--- src/rtl/rpes_consts.svh ---
// timing constants for the radio power-enable sequencer
`ifndef RPES_CONSTS_SVH
`define RPES_CONSTS_SVH
`define RPES_CLK_MHZ 200
`define RPES_POR_MAX_MS 110
`define RPES_POR_CYCLES (`RPES_POR_MAX_MS * 1000 * `RPES_CLK_MHZ)
`define RPES_RAIL_GOOD_BIT 0
`define RPES_REG_EN_RESET 1'b0
`endif

--- src/rtl/rpes_pkg.sv ---
// types shared by the radio power-enable sequencer
package rpes_pkg;
    typedef enum logic [1:0] {
        RPES_OFF,
        RPES_POR_WAIT,
        RPES_RUN
    } rpes_state_type;
endpackage

--- src/rtl/rpes_req_if.sv ---
// request and reset-release bundle between the sequencer and its gate
`timescale 1ns/10ps
interface rpes_req_if;
    logic wlan_req;
    logic short_req;
    logic por_done;
    logic next_wlan_run;
    logic next_short_run;
    logic next_reg_en;
    modport seq (output wlan_req, output short_req, output por_done,
                 input next_wlan_run, input next_short_run, input next_reg_en);
    modport gate (input wlan_req, input short_req, input por_done,
                  output next_wlan_run, output next_short_run, output next_reg_en);
endinterface

--- src/rtl/rpes_gate.sv ---
// combinational enable and section-release decode
`timescale 1ns/10ps
module rpes_gate (
    rpes_req_if.gate req
);
    // either request keeps the rails up
    assign req.next_reg_en = req.wlan_req | req.short_req;
    assign req.next_wlan_run = req.wlan_req & req.por_done;
    assign req.next_short_run = req.short_req & req.por_done;
endmodule

--- src/rtl/rpes_seq.sv ---
// power-enable and reset sequencer for the two radio sections
`timescale 1ns/10ps
`include "rpes_consts.svh"
// Contract
// - regulators on when either request high
// - wlan reset follows wlan request level; release also waits for power-on reset to end
// - regulators off when both requests low
// - short radio reset while its request low
// - power-on reset releases within 110 ms
module rpes_seq
    import rpes_pkg::*;
#(
    parameter int unsigned POR_CYCLES = `RPES_POR_CYCLES
) (
    input wire logic core_clk,
    input wire logic rst_n,
    input wire logic core_supply_good,
    input wire logic io_supply_good,
    input wire logic wlan_power_request,
    input wire logic short_radio_power_request,
    output logic core_buck_regulator_en,
    output logic wlan_reset_n,
    output logic short_radio_reset_n,
    output logic device_por_n
);
    // a zero hold would let the sections out before the rails settle
    if (POR_CYCLES < 1)
    begin
        $error("POR_CYCLES must be at least one");
    end

    rpes_req_if req();
    rpes_gate u_gate (
        .req(req)
    );

    rpes_state_type state;
    rpes_state_type next_state;
    logic [31:0] por_count;
    logic [31:0] next_por_count;
    wire logic rails_good;
    wire logic rails_on;
    wire logic por_expired;
    wire logic rails_lost;

    // both supplies must be past threshold; only meaningful with rails on
    assign rails_good = core_supply_good & io_supply_good;
    assign rails_on = core_buck_regulator_en;
    assign por_expired = (por_count >= POR_CYCLES - 1);
    // a dropped rail or regulator sends the sequencer back to off
    assign rails_lost = !rails_on || !rails_good;
    assign req.wlan_req = wlan_power_request;
    assign req.short_req = short_radio_power_request;
    assign req.por_done = (state == RPES_RUN);

    always_comb
    begin
        next_state = state;
        next_por_count = por_count;
        case (state)
            RPES_OFF:
            begin
                next_por_count = 32'h0;
                if (rails_on && rails_good)
                    next_state = RPES_POR_WAIT;
            end
            RPES_POR_WAIT:
            begin
                // counter bounds the internal reset hold
                next_por_count = por_count + 32'h1;
                if (rails_lost)
                    next_state = RPES_OFF;
                else if (por_expired)
                    next_state = RPES_RUN;
            end
            RPES_RUN:
            begin
                // losing a rail restarts the whole power-on reset
                if (rails_lost)
                    next_state = RPES_OFF;
            end
            default:
                next_state = RPES_OFF;
        endcase
    end

    always_ff @(posedge core_clk or negedge rst_n)
    begin
        if (!rst_n)
        begin
            state <= RPES_OFF;
            por_count <= 32'h0;
        end
        else
        begin
            state <= next_state;
            por_count <= next_por_count;
        end
    end

    always_ff @(posedge core_clk or negedge rst_n)
    begin
        if (!rst_n)
        begin
            core_buck_regulator_en <= `RPES_REG_EN_RESET;
            wlan_reset_n <= 1'b0;
            short_radio_reset_n <= 1'b0;
            device_por_n <= 1'b0;
        end
        else
        begin
            core_buck_regulator_en <= req.next_reg_en;
            // one cycle late: outputs stay registered
            wlan_reset_n <= req.next_wlan_run;
            short_radio_reset_n <= req.next_short_run;
            device_por_n <= (next_state == RPES_RUN);
        end
    end

    // helper: cycles spent waiting since rails came good
    logic [31:0] hold_count;
    always_ff @(posedge core_clk or negedge rst_n)
    begin
        if (!rst_n)
            hold_count <= 32'h0;
        else if (state == RPES_POR_WAIT)
            hold_count <= hold_count + 32'h1;
        else
            hold_count <= 32'h0;
    end

    chk_regulator_or: assert property (
        @(posedge core_clk) disable iff (!rst_n)
        (wlan_power_request || short_radio_power_request) |=> core_buck_regulator_en)
        else $error("regulators not enabled with a request high");

    chk_regulator_off: assert property (
        @(posedge core_clk) disable iff (!rst_n)
        (!wlan_power_request && !short_radio_power_request) |=> !core_buck_regulator_en)
        else $error("regulators still on with both requests low");

    chk_wlan_low_reset: assert property (
        @(posedge core_clk) disable iff (!rst_n)
        !wlan_power_request |=> !wlan_reset_n)
        else $error("wlan released while its request low");

    chk_wlan_release: assert property (
        @(posedge core_clk) disable iff (!rst_n)
        (wlan_power_request && state == RPES_RUN && rails_good && rails_on) |=> wlan_reset_n)
        else $error("wlan not released with request high");

    chk_short_held: assert property (
        @(posedge core_clk) disable iff (!rst_n)
        (!short_radio_power_request && wlan_power_request) |=> !short_radio_reset_n)
        else $error("short radio released while its request low");

    chk_por_bound: assert property (
        @(posedge core_clk) disable iff (!rst_n)
        (state == RPES_POR_WAIT) |-> (hold_count < POR_CYCLES))
        else $error("power-on reset held past its bound");

    chk_por_hold: assert property (
        @(posedge core_clk) disable iff (!rst_n)
        $rose(device_por_n) |-> (hold_count == POR_CYCLES))
        else $error("device released before power-on reset ended");

    chk_release_drop: assert property (
        @(posedge core_clk) disable iff (!rst_n)
        $fell(rails_good) |=> !device_por_n)
        else $error("device not reset after supply loss");

    chk_short_low_reset: assert property (
        @(posedge core_clk) disable iff (!rst_n)
        !short_radio_power_request |=> !short_radio_reset_n)
        else $error("short radio released with its request low");

    chk_short_release: assert property (
        @(posedge core_clk) disable iff (!rst_n)
        (short_radio_power_request && device_por_n) |=> short_radio_reset_n)
        else $error("short radio not released with request high");

    chk_sections_por: assert property (
        @(posedge core_clk) disable iff (!rst_n)
        !device_por_n |=> (!wlan_reset_n && !short_radio_reset_n))
        else $error("section released during power-on reset");

    chk_por_run_hold: assert property (
        @(posedge core_clk) disable iff (!rst_n)
        (device_por_n && rails_on && rails_good) |=> device_por_n)
        else $error("device reset with rails steady");

    chk_por_idle: assert property (
        @(posedge core_clk) disable iff (!rst_n)
        !rails_on |=> !device_por_n)
        else $error("device released with regulators off");

    chk_por_power_off: assert property (
        @(posedge core_clk) disable iff (!rst_n)
        (!wlan_power_request && !short_radio_power_request) |-> ##2 !device_por_n)
        else $error("device not reset after both requests low");

    chk_por_from_off: assert property (
        @(posedge core_clk) disable iff (!rst_n)
        $rose(device_por_n) |-> ($past(state) == RPES_POR_WAIT))
        else $error("device released without a power-on wait");

    cov_both_on: cover property (@(posedge core_clk) disable iff (!rst_n)
        wlan_reset_n && short_radio_reset_n);

    cov_wlan_only: cover property (@(posedge core_clk) disable iff (!rst_n)
        wlan_reset_n && !short_radio_reset_n);

    cov_short_only: cover property (@(posedge core_clk) disable iff (!rst_n)
        !wlan_reset_n && short_radio_reset_n);

    cov_power_cycle: cover property (@(posedge core_clk) disable iff (!rst_n)
        $fell(core_buck_regulator_en) ##[1:20] core_buck_regulator_en);

    cov_supply_drop: cover property (@(posedge core_clk) disable iff (!rst_n)
        device_por_n && !rails_good);
endmodule
--- config.mk ---
export PLATFORM = sky130hd
export DESIGN_NAME = rpes_seq
export DESIGN_NICKNAME = d
export VERILOG_FILES = /design/src/rtl/rpes_pkg.sv /design/src/rtl/rpes_req_if.sv /design/src/rtl/rpes_gate.sv /design/src/rtl/rpes_seq.sv
export VERILOG_INCLUDE_DIRS = /design/src /design/src/rtl
export SDC_FILE = /design/constraint.sdc
export NUM_CORES = 1
export LEC_CHECK = 0
export BUFFER_PORTS_ARGS = -buffer_cell sky130_fd_sc_hd__buf_2
export CAP_MARGIN = 10
export CORE_ASPECT_RATIO = 0.75
export CORE_UTILIZATION = 61
export CTS_CLUSTER_SIZE = 16
export DETAILED_ROUTE_END_ITERATION = 8
export PLACE_DENSITY = 0.81
export SLEW_MARGIN = 20
export SYNTH_ARGS = -nofsm -noshare
export SYNTH_HDL_FRONTEND = slang
export SYNTH_SLANG_ARGS = --single-unit
export TNS_END_PERCENT = 100
--- constraint.sdc ---
create_clock -name core_clk -period 2.18 [get_ports core_clk]
set_input_delay 0.327 -clock core_clk [delete_from_list [all_inputs] [get_ports core_clk]]
set_output_delay 0.327 -clock core_clk [all_outputs]
set_load 0.02 [all_outputs]
==> qor.txt <==
starting density of the core = 0.670
endpoints failing setup = 0
worst-case setup margin in the final layout = 0.208 ns
sort of element at the start of the critical path = flop
achievable frequency = 507 MHz
number of inserted diodes = 0
most common library cells after synthesis = sky130_fd_sc_hd__dfrtp_1, sky130_fd_sc_hd__nand2_1, sky130_fd_sc_hd__o21ai_0
final instance area = 0.00245 mm^2
total of warnings raised by yosys = 0
Least-Margin Pin Slew = 0.845 ns
clock transition at the register clock pins on the worst setup and hold paths after CTS = 0.08 ns
number of enable-type register cells in the synthesized netlist = 0
share of the synthesized area in the top cell type = 0.412
remaining design rule violation count = 0
post-synth cell types = 43
leakage component of the power = 0.000995 uW
crit-path max cell delay = 0.53 ns
mapped cell area = 0.00231 mm^2
number of max-capacitance violations reported = 0
fin util = 0.711
metal3 WL = 349 um
placed standard-cell area = 0.00237 mm^2
number of sinks handled by clock tree synthesis = 38
post-route ant nets = 0
sequential share of the synthesized area = 0.412
Post-Syn Nets = 274
Root Buffer Master = sky130_fd_sc_hd__clkbuf_8
number of buffers inserted during clock tree synthesis = 5
number of port buffers = 9
worst clock skew = 0.0104 ns
Final Slew Violations = 0
Post-Route Setup TNS = 0 ns
global-route wire length before repair = 8980 um
CTS H-tree depth = 2
vias in the first global route = 1,839
worst slack at placement = 0.207 ns
top-level I/O count = 10
kind of critical path = reg -> reg
router iterations before antenna repair = 4
ranking of synthesized cells by area = sky130_fd_sc_hd__dfrtp_1, sky130_fd_sc_hd__nand2_1, sky130_fd_sc_hd__o21ai_0
maximum number of pins on one net before global-route repair = 39
Worst Hold Class = in -> async
flop and latch count out of synthesis = 38
total global routing track utilization = 0.292
Post-Syn Instances = 267
relative max-transition margin = 0.437
post-synthesis to final-layout area growth = 6.24%
number of setup buffers added after CTS = 0
die width = 73.0 um
total half-perimeter wirelength after legalization and detailed placement = 3650 um
fraction of synthesis flops using an asynchronous set or reset pin = 1.00
number of buffers and inverters on the critical path = 0
number of placement rows = 18
length of routed wiring on met1 = 2690 um
portion of the clock cycle consumed by the worst path in the final layout = 0.905
initial DRC count = 276
PD cells = 502 mW/mm^2
number of buffers inserted by hold repair at cts = 0
share of layout cells above drive strength 1 = 0.114
final routed wirelength across all metal layers = 5420 um
status = finished, final reports clean
Routed WL per cell = 16.9 um
clock tree from TritonCTS = done
per-cell via count in the routed design = 6.77
floorplan die height = 55.3 um
Worst Setup End Kind = flop
post-layout minimum cycle time = 1.97 ns
most common cell in the synthesized netlist = sky130_fd_sc_hd__dfrtp_1
critical-path maximum fanout = 7
required time worst endpoint = 2.38 ns
Clock Tree Buf Depth = 2
Met2 Routed Length = 2280 um
cells along the critical path = ha_1 -> and3_1 -> nand2_4 -> or4_1 -> o311ai_1
number of antenna violations at the first check in global routing = 0
cell with the biggest individual delay on the critical path = sky130_fd_sc_hd__or4_1
final number of hold-violating endpoints = 0
count of nets after finishing = 278
mean area per synthesized cell = 8.64 um^2
weighted congestion reported at the end of routability-driven placement = 0.827
dominant cell type by area after synthesis = sky130_fd_sc_hd__dfrtp_1
worst-case vdd ir drop = 0.345 mV
vias after detailed routing = 2,172
most used flip-flop cell after synthesis = sky130_fd_sc_hd__dfrtp_1
number of instances resized during post-cts repair = 0
top metal layer carrying routed signals = met4
gate family responsible for the most delay along the worst path = simple AND/OR/NAND/NOR gates
setup repair after global routing missed its margin = no
core region area = 0.00345 mm^2
clk_lat worst skew = 0.30 ns
global route overflow = 0
Die Footprint = 0.00403 mm^2
data arrival time of the critical path = 2.17 ns
-- per-stage QoR --
stage          cells  hold slack [ns]  power [uW]
6_report         321            0.122        1230
5_1_grt          321            0.201        1270
4_1_cts          321            0.153        1230
3_5_place_dp     314            0.476         771
3_3_place_gp     314            0.470         770
2_1_floorplan    267           0.0314         744
-- final cells by class --
| type | count | area, um^2 |
|---|---|---|
| multi-input cells | 203 | 1230 |
| fillers | 285 | 995 |
| flip-flops and latches | 38 | 951 |
| repair buffers | 16 | 97.6 |
| clock buffers | 5 | 68.8 |
| well taps | 50 | 62.6 |
| inverters | 7 | 26.3 |
| clock inverters | 2 | 10.0 |
-- cells in the final DEF, fill, tap and decap left out, drive strengths merged, types with 5 or more instances in the layout --
cell type and instances:
nand4 10, nand3 18, and3 9, buf 16
clkbuf 5, inv 7, or3 5, o311ai 13
nor3 12, o21ai 20, nor4 8, mux2i 7
a21oi 7, nand2 38, dfrtp 38, nor2 13
a221o 5
-- worst paths after layout --
path | startpoint | endpoint | slack, ns | cells after the start
worst max-delay path | por_count[0] | por_count[26] | 0.21 | 5
worst min-delay path | rst_n | por_count[9] | 0.12 | 1
worst min register to register | por_count[6] | por_count[6] | 0.56 | 2
min in group core_clk | wlan_power_request | core_buck_regulator_en | 0.22 | 2
max in group asynchronous | rst_n | por_count[7] | 1.52 | 1
worst max register to register | por_count[0] | por_count[26] | 0.21 | 5
-- metal layers --
| metal | vias to the layer above | track usage |
|---|---|---|
| met2 | 89 | 0.385 |
| met1 | 1046 | 0.466 |
| met4 | 0 | 0.0980 |
| met3 | 9 | 0.0584 |
| li1 | 1028 | - |
| met5 | - | 0 |
-- worst reg2reg max path: cells and delay by family, from the launching register on --
kind | cells | cell delay (ns)
compound gates | 1 | 0.23
fa+ha+maj | 1 | 0.23
flops | 1 | 0.41
simple gates | 3 | 1.01
-- cells by family (layout without fill, tap and decap cells) --
family                     count (synthesis)  in the layout  share of synthesized area
and+or+nand+nor                          128            128                      0.287
AOI/OAI and AO/OA                         67             67                      0.212
buffers and inverters                     26             30                     0.0526
muxes                                      7              7                     0.0304
adders and majority gates                  1              1                    0.00542
DFF                                       38             38                      0.412
-- state kept, by name (all words and copies together), names as in the netlist --
signal	cells
state	2
por_count	32
core_buck_regulator_en	1
wlan_reset_n	1
device_por_n	1
short_radio_reset_n	1
-- power by group --
part / switching, uW / internal (uW)
Sequential: 2.98 / 708
Combinational: 35.7 / 10.3
Clock: 259 / 215
Total: 298 / 933
Note: power is estimated with default switching activity, not from simulation.
